### config.mk
export PLATFORM = sky130hd
export DESIGN_NAME = bgcs_ctrl
export DESIGN_NICKNAME = d
export VERILOG_FILES = /design/src/design/bgcs_ckgen.v /design/src/design/bgcs_ctrl.v
export VERILOG_INCLUDE_DIRS = /design/src /design/src/design
export SDC_FILE = /design/constraint.sdc
export NUM_CORES = 1
export LEC_CHECK = 0
export BUFFER_PORTS_ARGS = -buffer_cell sky130_fd_sc_hd__buf_4
export CAP_MARGIN = 20
export CORE_MARGIN = 4
export CORE_UTILIZATION = 69
export CTS_BUF_LIST = sky130_fd_sc_hd__clkbuf_4
export DETAILED_ROUTE_END_ITERATION = 7
export PLACE_DENSITY = 0.89
export REMOVE_ABC_BUFFERS = 1
export SETUP_SLACK_MARGIN = 0.4
export SLEW_MARGIN = 0
export SYNTH_ARGS = -nofsm -noshare
export SYNTH_HDL_FRONTEND = slang
export SYNTH_SLANG_ARGS = --single-unit
export TNS_END_PERCENT = 50
### constraint.sdc
create_clock -name mclk -period 13.52 [get_ports mclk]
set_input_delay 0 -clock mclk [delete_from_list [all_inputs] [get_ports mclk]]
set_output_delay 0 -clock mclk [all_outputs]
set_load 0.1 [all_outputs]
### src/design/bgcs_consts.vh
`ifndef BGCS_CONSTS_VH
`define BGCS_CONSTS_VH

// Host clock period in picoseconds (200 MHz).
`define BGCS_MCLK_PS 5000
// Host clocks per memory command clock; the memory clock is mclk divided by this.
`define BGCS_CK_DIV 4
// Host clock count at which the divided clock falls (high for counts below it).
`define BGCS_CK_HALF 2

// Command codes on the request port and on the command pins.
`define BGCS_CMD_ACT 2'h0
`define BGCS_CMD_RD 2'h1
`define BGCS_CMD_WR 2'h2
`define BGCS_CMD_OTHER 2'h3

// Burst length modes.
`define BGCS_BL_FIXED8 2'h0
`define BGCS_BL_OTF 2'h1
`define BGCS_BL_FIXED4 2'h2

// Clock-count parts of the spacings, in memory clocks.
`define BGCS_CCDS_NCK 8'h04
`define BGCS_CCDL_NCK 8'h04
`define BGCS_RRDS_NCK 8'h04
`define BGCS_RRDL_NCK 8'h04
`define BGCS_WTRS_NCK 8'h02
`define BGCS_WTRL_NCK 8'h04

// Absolute-time floors of the spacings, in picoseconds.
`define BGCS_CCDS_PS 0
`define BGCS_CCDL_PS 6250
`define BGCS_RRDS_PS 5000
`define BGCS_RRDL_PS 6000
`define BGCS_WTRS_PS 2500
`define BGCS_WTRL_PS 7500

// Least times round up to whole host clocks.
`define BGCS_PS2CYC(ps) (((ps) + `BGCS_MCLK_PS - 1) / `BGCS_MCLK_PS)

// Burst lengths in beats.
`define BGCS_BURST8 8'h08
`define BGCS_BURST4 8'h04

`endif

### src/design/bgcs_ckgen.v
// Divides the host clock down to the memory command clock and marks its falling edge.
module bgcs_ckgen (
   input wire mclk,
   input wire rst,
   output reg ck_reg,
   output reg ck_fall_reg
);

`include "bgcs_consts.vh"

   // Counter end points cut to the counter's width on purpose.
   localparam integer CNT_LAST_I = `BGCS_CK_DIV - 1;
   localparam integer CNT_HALF_I = `BGCS_CK_HALF;
   localparam [1:0] CNT_LAST = CNT_LAST_I[1:0];
   localparam [1:0] CNT_HALF = CNT_HALF_I[1:0];

   reg [1:0] cnt_reg;
   wire [1:0] cnt_next;

   assign cnt_next = (cnt_reg == CNT_LAST) ? 2'h0 : cnt_reg + 2'h1;

   // The fall mark lets the controller change pins one host clock (a quarter memory clock) before the rising edge.
   always @(posedge mclk) begin
      if (rst) begin
         cnt_reg <= 2'h0;
         ck_reg <= 1'b0;
         ck_fall_reg <= 1'b0;
      end else begin
         cnt_reg <= cnt_next;
         ck_reg <= (cnt_next < CNT_HALF);
         ck_fall_reg <= (cnt_next == CNT_HALF);
      end
   end

endmodule // bgcs_ckgen

### src/design/bgcs_ctrl.v
// Summary of operation
// The x8 memory has four groups by two group bits, four banks each.
// The x16 memory has two groups by one group bit, four banks each.
// Column commands to different groups are spaced at least the short column delay.
// Column commands within one group are spaced at least the long column delay.
// Activates to different groups are spaced at least the short activate period.
// Activates within one group are spaced at least the long activate period.
// A read to another group waits the short write-to-read delay after write.
// A read to the same group waits the long write-to-read delay after write.
// Where clocks and time both apply, the larger of the two is kept.
// Read to write waits CL minus CWL plus half burst, one clock, preamble.
// Write to read waits CWL plus half write burst plus write-to-read delay.
// Read burst counts eight for length-eight reads and four for chopped reads.
// Track last commands per group and hold any command until spacings elapse.
module bgcs_ctrl (
   input wire mclk,
   input wire rst,
   input wire [4:0] cfg_cl,
   input wire [4:0] cfg_cwl,
   input wire cfg_wpre2,
   input wire [1:0] cfg_bl_mode,
   input wire cfg_x16,
   input wire req_valid,
   output reg req_ready_reg,
   input wire [1:0] req_cmd,
   input wire [1:0] req_bg,
   input wire [1:0] req_ba,
   input wire req_bc4,
   output wire dram_ck,
   output reg dram_cmd_valid_reg,
   output reg [1:0] dram_cmd_reg,
   output reg [1:0] dram_bg_reg,
   output reg [1:0] dram_ba_reg,
   output reg dram_a12_reg,
   output reg cmd_issued_reg
);

`include "bgcs_consts.vh"

   // Time floors as host clock counts.
   localparam integer CCDS_FLOOR_I = `BGCS_PS2CYC(`BGCS_CCDS_PS);
   localparam integer CCDL_FLOOR_I = `BGCS_PS2CYC(`BGCS_CCDL_PS);
   localparam integer RRDS_FLOOR_I = `BGCS_PS2CYC(`BGCS_RRDS_PS);
   localparam integer RRDL_FLOOR_I = `BGCS_PS2CYC(`BGCS_RRDL_PS);
   localparam integer WTRS_FLOOR_I = `BGCS_PS2CYC(`BGCS_WTRS_PS);
   localparam integer WTRL_FLOOR_I = `BGCS_PS2CYC(`BGCS_WTRL_PS);
   localparam integer CK_DIV_I = `BGCS_CK_DIV;
   // The integer results are cut to the timer width on purpose; all of them fit.
   localparam [7:0] CCDS_FLOOR = CCDS_FLOOR_I[7:0];
   localparam [7:0] CCDL_FLOOR = CCDL_FLOOR_I[7:0];
   localparam [7:0] RRDS_FLOOR = RRDS_FLOOR_I[7:0];
   localparam [7:0] RRDL_FLOOR = RRDL_FLOOR_I[7:0];
   localparam [7:0] WTRS_FLOOR = WTRS_FLOOR_I[7:0];
   localparam [7:0] WTRL_FLOOR = WTRL_FLOOR_I[7:0];
   localparam [7:0] CK_DIV8 = CK_DIV_I[7:0];

   // Larger of two counts.
   function [7:0] bgcs_max;
      input [7:0] a;
      input [7:0] b;
      begin
         bgcs_max = (a > b) ? a : b;
      end
   endfunction

   // A spacing in host clocks: clock count scaled by the divider, never below the time floor.
   function [7:0] bgcs_span;
      input [7:0] nck;
      input [7:0] floor_cyc;
      begin
         bgcs_span = bgcs_max(nck * CK_DIV8, floor_cyc);
      end
   endfunction

   // One step of a countdown that stops at zero.
   function [7:0] bgcs_dec;
      input [7:0] t;
      begin
         bgcs_dec = (t == 8'h00) ? 8'h00 : t - 8'h01;
      end
   endfunction

   // Group address as the memory sees it; the x16 part has no upper group bit.
   function [1:0] bgcs_grp;
      input [1:0] bg;
      input x16;
      begin
         bgcs_grp = {bg[1] & ~x16, bg[0]};
      end
   endfunction

   wire ck_fall;
   reg hold_full_reg;
   reg [1:0] hold_cmd_reg;
   reg [1:0] hold_bg_reg;
   reg [1:0] hold_ba_reg;
   reg hold_bc4_reg;
   reg [7:0] col_tmr_reg [0:3];
   reg [7:0] act_tmr_reg [0:3];
   reg [7:0] rd_tmr_reg [0:3];
   reg [7:0] wr_tmr_reg;
   reg legal;
   reg issue;
   reg hold_full_next;
   reg [1:0] grp;
   reg chop;
   reg [7:0] wbl;
   reg [7:0] rbl;
   reg [7:0] wr_base;
   reg [7:0] r2w_nck;
   reg [7:0] r2w_span;
   wire [7:0] ccds;
   wire [7:0] ccdl;
   wire [7:0] rrds;
   wire [7:0] rrdl;
   wire [7:0] wtrs;
   wire [7:0] wtrl;
   integer g;

   bgcs_ckgen u_ckgen (
      .mclk(mclk),
      .rst(rst),
      .ck_reg(dram_ck),
      .ck_fall_reg(ck_fall)
   );

   assign ccds = bgcs_span(`BGCS_CCDS_NCK, CCDS_FLOOR);
   assign ccdl = bgcs_span(`BGCS_CCDL_NCK, CCDL_FLOOR);
   assign rrds = bgcs_span(`BGCS_RRDS_NCK, RRDS_FLOOR);
   assign rrdl = bgcs_span(`BGCS_RRDL_NCK, RRDL_FLOOR);
   assign wtrs = bgcs_span(`BGCS_WTRS_NCK, WTRS_FLOOR);
   assign wtrl = bgcs_span(`BGCS_WTRL_NCK, WTRL_FLOOR);

   // Burst lengths, the read-to-write figure and the legality of the held command.
   always @* begin
      grp = bgcs_grp(hold_bg_reg, cfg_x16);
      chop = (cfg_bl_mode == `BGCS_BL_FIXED4) || ((cfg_bl_mode == `BGCS_BL_OTF) && hold_bc4_reg);
      rbl = chop ? `BGCS_BURST4 : `BGCS_BURST8;
      // A write counts as eight beats unless the chop is fixed in the mode.
      wbl = (cfg_bl_mode == `BGCS_BL_FIXED4) ? `BGCS_BURST4 : `BGCS_BURST8;
      wr_base = ({3'h0, cfg_cwl} + (wbl >> 1)) * CK_DIV8;
      r2w_nck = {3'h0, cfg_cl} + (rbl >> 1) + 8'h01 + (cfg_wpre2 ? 8'h02 : 8'h01);
      // A CWL above the rest would wrap, so the spacing falls back to one clock.
      if (r2w_nck > {3'h0, cfg_cwl}) begin
         r2w_span = (r2w_nck - {3'h0, cfg_cwl}) * CK_DIV8;
      end else begin
         r2w_span = CK_DIV8;
      end
      case (hold_cmd_reg)
         `BGCS_CMD_ACT: legal = (act_tmr_reg[grp] == 8'h00);
         `BGCS_CMD_RD: legal = (col_tmr_reg[grp] == 8'h00) && (rd_tmr_reg[grp] == 8'h00);
         `BGCS_CMD_WR: legal = (col_tmr_reg[grp] == 8'h00) && (wr_tmr_reg == 8'h00);
         default: legal = 1'b1;
      endcase
      issue = ck_fall && hold_full_reg && legal;
      hold_full_next = (hold_full_reg && !issue) || (req_valid && req_ready_reg);
   end

   // One-deep hold: a request waits here until its spacings allow it onto the pins.
   always @(posedge mclk) begin
      if (rst) begin
         hold_full_reg <= 1'b0;
         hold_cmd_reg <= `BGCS_CMD_OTHER;
         hold_bg_reg <= 2'h0;
         hold_ba_reg <= 2'h0;
         hold_bc4_reg <= 1'b0;
         req_ready_reg <= 1'b0;
      end else begin
         hold_full_reg <= hold_full_next;
         req_ready_reg <= !hold_full_next;
         if (req_valid && req_ready_reg) begin
            hold_cmd_reg <= req_cmd;
            hold_bg_reg <= req_bg;
            hold_ba_reg <= req_ba;
            hold_bc4_reg <= req_bc4;
         end
      end
   end

   // Countdowns: an issued command raises them to its spacings, less the cycle just spent.
   always @(posedge mclk) begin
      if (rst) begin
         for (g = 0; g < 4; g = g + 1) begin
            col_tmr_reg[g] <= 8'h00;
            act_tmr_reg[g] <= 8'h00;
            rd_tmr_reg[g] <= 8'h00;
         end
         wr_tmr_reg <= 8'h00;
      end else begin
         for (g = 0; g < 4; g = g + 1) begin
            col_tmr_reg[g] <= bgcs_dec(col_tmr_reg[g]);
            act_tmr_reg[g] <= bgcs_dec(act_tmr_reg[g]);
            rd_tmr_reg[g] <= bgcs_dec(rd_tmr_reg[g]);
            if (issue && (hold_cmd_reg == `BGCS_CMD_ACT)) begin
               act_tmr_reg[g] <= bgcs_max(bgcs_dec(act_tmr_reg[g]),
                                          ((grp == g[1:0]) ? rrdl : rrds) - 8'h01);
            end
            if (issue && ((hold_cmd_reg == `BGCS_CMD_RD) || (hold_cmd_reg == `BGCS_CMD_WR))) begin
               col_tmr_reg[g] <= bgcs_max(bgcs_dec(col_tmr_reg[g]),
                                          ((grp == g[1:0]) ? ccdl : ccds) - 8'h01);
            end
            if (issue && (hold_cmd_reg == `BGCS_CMD_WR)) begin
               rd_tmr_reg[g] <= bgcs_max(bgcs_dec(rd_tmr_reg[g]),
                                         wr_base + ((grp == g[1:0]) ? wtrl : wtrs) - 8'h01);
            end
         end
         if (issue && (hold_cmd_reg == `BGCS_CMD_RD)) begin
            wr_tmr_reg <= bgcs_max(bgcs_dec(wr_tmr_reg), r2w_span - 8'h01);
         end else begin
            wr_tmr_reg <= bgcs_dec(wr_tmr_reg);
         end
      end
   end

   // Pins change just after the clock falls and hold for one whole memory clock.
   always @(posedge mclk) begin
      if (rst) begin
         dram_cmd_valid_reg <= 1'b0;
         dram_cmd_reg <= `BGCS_CMD_OTHER;
         dram_bg_reg <= 2'h0;
         dram_ba_reg <= 2'h0;
         dram_a12_reg <= 1'b1;
         cmd_issued_reg <= 1'b0;
      end else begin
         cmd_issued_reg <= issue;
         if (issue) begin
            dram_cmd_valid_reg <= 1'b1;
            dram_cmd_reg <= hold_cmd_reg;
            dram_bg_reg <= grp;
            dram_ba_reg <= hold_ba_reg;
            dram_a12_reg <= !hold_bc4_reg; // Low selects the chopped burst on the fly.
         end else if (ck_fall) begin
            dram_cmd_valid_reg <= 1'b0;
         end
      end
   end

endmodule // bgcs_ctrl

==> out/metrics.cfg, run 1 <==
[cells_and_area]
drive_gt1_frac=0.08908
area_delta_synth_final_pct=12.35
finalNetCount=1258
fin_util=0.8008

[detailed_routing]
via_count=7689
top_layer_used=met4
firstDrtPassIters=6
wl_met1_mm=8.720
wl_met3_mm=1.221
wl_met2_mm=9.513
vias_per_cell=5.834
drt_wl_total_mm=20.00
drtAntennaViolNets=0
drt_iter0_drc=578
wl_per_cell_um=15.18
route.detailed.drc=0

[sta]
finalSetupViolations=0
final_max_slew_viol_count=0
slew_headroom=0.3438
fin_skew_ps=25.41
fin_crit_ps=5167
rsz0062_at_grt=false
worst_slew_pin_slew_ps=984.4
timing.final.hold_violations=0
tns_ps=0
fmax_mhz=193.5
period_share=0.3822

[synth]
ys_warn_count=0
asyncSetResetFlopFracSynth=0
synth_top_flop_cell=edfxtp_1
synth.distinct_cells=69
synth_top_area_cell=edfxtp_1
synth.avg_cell_area_um2=8.961
synth_area_um2=9069
synth_edf_count=72
yosysSeqAreaShare=0.3576
ys_ff_latch=126
yosys-top-cells-area=edfxtp_1 (24%), ha_1 (13%), dfxtp_1 (12%)
synth_top_cell_area_share=0.2384
synth_cells=1012

[die]
coreArea_um2=12720
io_pins=35
dieArea_um2=15040
die_h_um=122.6
fp.dieW_um=122.6
rows=41
start_util=0.7128

[power]
leakagePower_nw=4.332
p_total_mw=1.469
ir_drop_v=0.0001608
power_density_nw_per_um2=144.2

[clocking]
cts_tree=yes
cts.clk_slew.worst_paths_ps=110
cts_buffer_depth=2
clock_sinks=126
post_cts_buffers=0
cts_resized=0
hold_buffers=19
numCtsBuffers=17
ctsHtreeMaxLevel=4
cts_root_buffer=clkbuf_4
clk_latency_ps=560

[placed_design]
dp_hpwl_mm=14.05
gp_congestion=0.8838
io_buffers=34

[critical_path]
cp_max_fo=7
cp-end-kind=flip-flop
cp.arrival_ps=5650
required_ps=14000
path_class=reg -> reg
cp-start-kind=flip-flop

[grt]
antenna_found_initial=1
grt_pass1_wl_mm=33.70
grt_pass1_vias=7404
globalRouteOverflowTotal=0
grt_max_degree=47
track_usage=0.2804

[outcome]
status=completed

[hold_path]
hold_class=in -> reg

[run]
maxCapViolCount=0

## per-layer routing
layer  vias to the layer above  global-route usage
met3                        55             0.05530
li1                       3817                   -
met2                       255              0.4576
met1                      3562              0.3649
met5                         -                   0
met4                         0              0.1197
## critical path, stage by stage (launching register included)
cell	delay, ps
dfxtp_1	360
nand3b_1	80
nand2_1	120
fa_1	440
ha_1	250
fa_1	450
ha_1	240
or2_2	320
o221ai_1	230
nand4_1	130
o41ai_1	410
xor2_1	170
ha_1	340
and3_1	160
nand3_1	100
nor4_1	170
o21a_1	160
o2111ai_1	270
buf_4	280
or3_1	310
a21oi_1	120
## cells in the mapped netlist, types with 22 or more instances
library cell,count
nand3_1,32
xor2_1,23
a21oi_1,66
inv_1,80
nor2_1,104
ha_1,94
edfxtp_1,72
nand2_1,83
dfxtp_1,54
nor3_1,31
o21ai_0,77
a21o_1,22
xnor2_1,48
## per-stage QoR
step	area [um2]	cells	setup WS, ps	hold WS, ps
final	10190	1318	8353	130.4
after global routing	10190	1318	8103	136.3
after CTS	10180	1316	8373	79.41
after detailed placement	9694	1265	8421	234.8
after global placement	9694	1265	8588	225.1
after floorplan	9209	1057	8959	69.07
## final timing paths
path	from	to	slack [ps]	depth (start not counted)
setup / recovery	hold_bc4_reg	wr_tmr_reg[2]	8350	20
hold / removal	cfg_cwl[1]	wr_tmr_reg[3]	130	5
setup reg to reg	hold_bc4_reg	wr_tmr_reg[2]	8350	20
hold reg to reg	u_ckgen.cnt_reg[0]	u_ckgen.cnt_reg[0]	480	1
## where the power goes
group          total [mW]  leakage, nW  internal (mW)  switching, mW
clock network       0.278        0.156          0.133          0.145
registers           0.532         1.18          0.466         0.0655
logic               0.659         3.00          0.290          0.369
## area by class of cell
| type | count | area, um2 |
|---|---|---|
| flip-flops and latches | 126 | 3243 |
| repair buffers | 56 | 467.9 |
| fillers | 861 | 2534 |
| multi-input cells | 851 | 5665 |
| inverters | 80 | 300.3 |
| clock buffers | 20 | 150.1 |
| diodes | 1 | 2.502 |
| clock inverters | 12 | 143.9 |
| well taps | 172 | 215.2 |
## cell families (layout without fill, tap and decap cells)
group,count (synthesis),count (layout),synth area share
AND/OR/NAND/NOR,352,352,0.1977
AO/OA/AOI/OAI,239,239,0.1643
flip-flops,126,126,0.3576
buffers and inverters,106,168,0.04705
adder cells (fa/ha/maj),102,102,0.1474
XOR/XNOR,71,71,0.06857
multiplexers,15,15,0.01697
other,1,73,0.0004135
## layout by cell type, fill, tap and decap left out, types with 8 or more instances in the layout
cell type and n:
xor2_1 23, buf_4 37, inv_1 80, conb_1 72
nand2b_1 9, or3_1 8, nor2_1 104, dlygate4sd3_1 19
ha_1 94, dfxtp_1 54, o22ai_1 8, nand2_1 83
nor3_1 31, xnor2_1 48, edfxtp_1 72, o211ai_1 8
mux2i_1 12, nand3_1 32, nand4_1 13, nor4_1 17
a21o_1 22, o41ai_1 8, fa_1 8, o21ai_0 77
a21oi_1 66, clkbuf_4 20, nor2b_1 9
(Power assumes the default switching activity.)
==> run 2: changes to the inputs <==
--- a/config.mk
+++ b/config.mk
@@ -9,10 +9,10 @@
 export BUFFER_PORTS_ARGS = -buffer_cell sky130_fd_sc_hd__buf_4
 export CAP_MARGIN = 20
 export CORE_MARGIN = 4
-export CORE_UTILIZATION = 69
+export CORE_UTILIZATION = 65
 export CTS_BUF_LIST = sky130_fd_sc_hd__clkbuf_4
 export DETAILED_ROUTE_END_ITERATION = 7
-export PLACE_DENSITY = 0.89
+export PLACE_DENSITY = 0.84
 export REMOVE_ABC_BUFFERS = 1
 export SETUP_SLACK_MARGIN = 0.4
 export SLEW_MARGIN = 0
==> constraint.sdc (replaced) <==
create_clock -name mclk -period 5.3 [get_ports mclk]
set_input_delay 0 -clock mclk [delete_from_list [all_inputs] [get_ports mclk]]
set_output_delay 0 -clock mclk [all_outputs]
set_load 0.1 [all_outputs]
==> run 2 against run 1 <==
Effect of this change: cell count up 0.53%; non-clock buffer count up 3; design area rose by 0.88%; critical path type unchanged.
==> out/metrics.cfg, run 2 (synthesized netlist as in run 1, its figures left out) <==
[power]
power_density_nw_per_um2=367.0  ; +150%
leakagePower_nw=4.367  ; +0.80%
ir_drop_v=0.0002963  ; +84%

[grt]
grt_util_met2=0.4385  ; -0.01908
grt_pass1_wl_mm=34.27  ; +1.7%
globalRouteOverflowTotal=0  ; unchanged
met1_usage=0.3266  ; -0.03830
grt_pass1_vias=7609  ; +2.8%
antenna_found_initial=1  ; unchanged
track_usage=0.2593  ; -0.02105
grt_max_degree=47  ; unchanged
met3_usage=0.04191  ; -0.01339
top_usage_layer=met2

[sta]
finalSetupViolations=0  ; unchanged
fmax_mhz=209.3  ; +8.1%
slew_headroom=0.3236  ; -0.02021
tns_ps=0  ; unchanged
final_max_slew_viol_count=0  ; unchanged
rsz0062_at_grt=true
whs_ps=93.07  ; -37.35 ps
worst_slew_pin_slew_ps=1015  ; +30.32 ps
fin_skew_ps=17.44  ; -7.966 ps
period_share=0.9016  ; +0.5194
timing.final.hold_violations=0  ; unchanged
fin_crit_ps=4778  ; -388.5 ps

[detailed_routing]
drtAntennaViolNets=0  ; unchanged
drt_wl_total_mm=20.75  ; +3.7%
route.detailed.drc=0  ; unchanged
firstDrtPassIters=6  ; unchanged
drt_iter0_drc=542  ; -6.2%
vias_per_cell=5.871  ; +0.64%
via_count=7779  ; +1.2%
wl_per_cell_um=15.66  ; +3.2%

[placed_design]
gp_congestion=0.9093  ; +2.9%
io_buffers=34  ; unchanged
dp_cells=1270  ; +0.40%
dp_hpwl_mm=14.54  ; +3.5%

[critical_path]
cp_max_fo=6  ; -1
cp-end-kind=flip-flop
cp.arrival_ps=5170  ; -480 ps
path_class=reg -> reg
max_stage_delay_ps=440  ; about the same
required_ps=5690  ; -8310 ps
slowest_stage=fa_1
cp_cell_sequence=nand3b_1, nand2_1, fa_1, ha_2, fa_1, xor2_1, ha_4, nor2_2, a21oi_2, xnor2_1, nor2_1, nand2_1, xor2_1, ha_1, and3_1, nand3_1, nor4_2, o21a_1, o2111ai_4, buf_6, o211ai_1, o41ai_1
cp-start-kind=flip-flop

[cells_and_area]
finalNetCount=1261  ; +0.24%
final_cell_mix=nor2_1 (103), ha_1 (91), nand2_1 (83)
area_delta_synth_final_pct=13.34
final_common_cell=nor2_1
drive_gt1_frac=0.1063  ; +0.01719
nFillCells=985  ; +14%
stdcell_count=1325  ; +0.53%

[clocking]
cts_buffer_depth=2  ; unchanged
cts_root_buffer=clkbuf_4
ctsHtreeMaxLevel=4  ; unchanged
cts_tree=yes
clk_latency_ps=540  ; -20 ps
cts.clk_slew.worst_paths_ps=120  ; about the same
clock_sinks=126  ; unchanged
numCtsBuffers=17  ; unchanged

[run]
maxCapViolCount=0  ; unchanged

[hold_path]
hold_class=in -> reg

[die]
die_h_um=126.1  ; +2.8%
coreArea_um2=13450  ; +5.7%
io_pins=35  ; unchanged
fp.dieW_um=126.1  ; +2.8%
start_util=0.6741  ; -0.03872
rows=42  ; +2.4%
dieArea_um2=15910  ; +5.7%

[outcome]
status=completed

[run 2: cell count changes in the layout (fill, tap and decap cells not counted), moves of 2 or more]
cell | before | now
ha_1 | 94 | 91
ha_2 | 0 | 2
buf_4 | 37 | 40
clkinv_2 | 2 | 4
clkinv_1 | 3 | 1
[run 2: metal layers]
| layer | share of wire | vias up | wire length, um |
|---|---|---|---|
| met5 | 0 | - | 0 |
| met4 | 0.030 | 0 | 626 |
| met3 | 0.050 | 45 | 1043 |
| met2 | 0.49 | 275 | 10170 |
| met1 | 0.43 | 3628 | 8906 |
| li1 | - | 3831 | - |
[run 2: per-stage QoR]
stage	worst slack (ps)	power, mW	utilization	area [um2]
5_1_grt	244.6	4.073	0.7640	10280
4_1_cts	404.3	3.706	0.7568	10180
2_1_floorplan	739.3	2.651	-	9209
3_3_place_gp	498.4	2.940	0.7215	9707
6_report	521.7	3.772	0.7640	10280
3_5_place_dp	258.1	3.004	0.7215	9707
[run 2: final cells by class]
class / instances / area (um2) / area share
well taps: 176 / 220.2 / 0.02142
clock buffers: 20 / 150.1 / 0.01461
multi-input cells: 851 / 5751 / 0.5595
clock inverters: 12 / 118.9 / 0.01156
inverters: 80 / 300.3 / 0.02921
flip-flops and latches: 126 / 3244 / 0.3156
diodes: 1 / 2.502 / 0.0002435
repair buffers: 59 / 491.7 / 0.04784
[run 2: critical path: cells and delay by family (launching register included)]
family          cells  cell delay [ps]
xor+xnor            3              620
flops               1              360
simple gates        8             1060
fa+ha+maj           5             1660
compound gates      5              730
buf+inv             1              180
[run 2: final timing paths]
kind	from	endpoint	slack [ps]	depth (start not counted)
hold reg to reg	u_ckgen.cnt_reg[0]	u_ckgen.cnt_reg[0]	480	1
setup reg to reg	hold_bc4_reg	wr_tmr_reg[7]	520	22
hold / removal	cfg_cwl[1]	wr_tmr_reg[3]	90	5
setup / recovery	hold_bc4_reg	wr_tmr_reg[7]	520	22
[run 2: where the power goes]
| part | total [mW] | internal [mW] | switching [mW] |
|---|---|---|---|
| combinational | 1.75 | 0.764 | 0.987 |
| clock | 0.661 | 0.292 | 0.369 |
| sequential | 1.36 | 1.19 | 0.171 |
| total | 3.77 | 2.25 | 1.53 |
[run 2: what timing repair did]
item	in CTS	in global routing
gates resized for setup	3	15
setup endpoints to repair	7	8
setup buffers	0	4
endpoints found under the hold margin	34	0
pin swaps	0	5
hold buffers	18	0
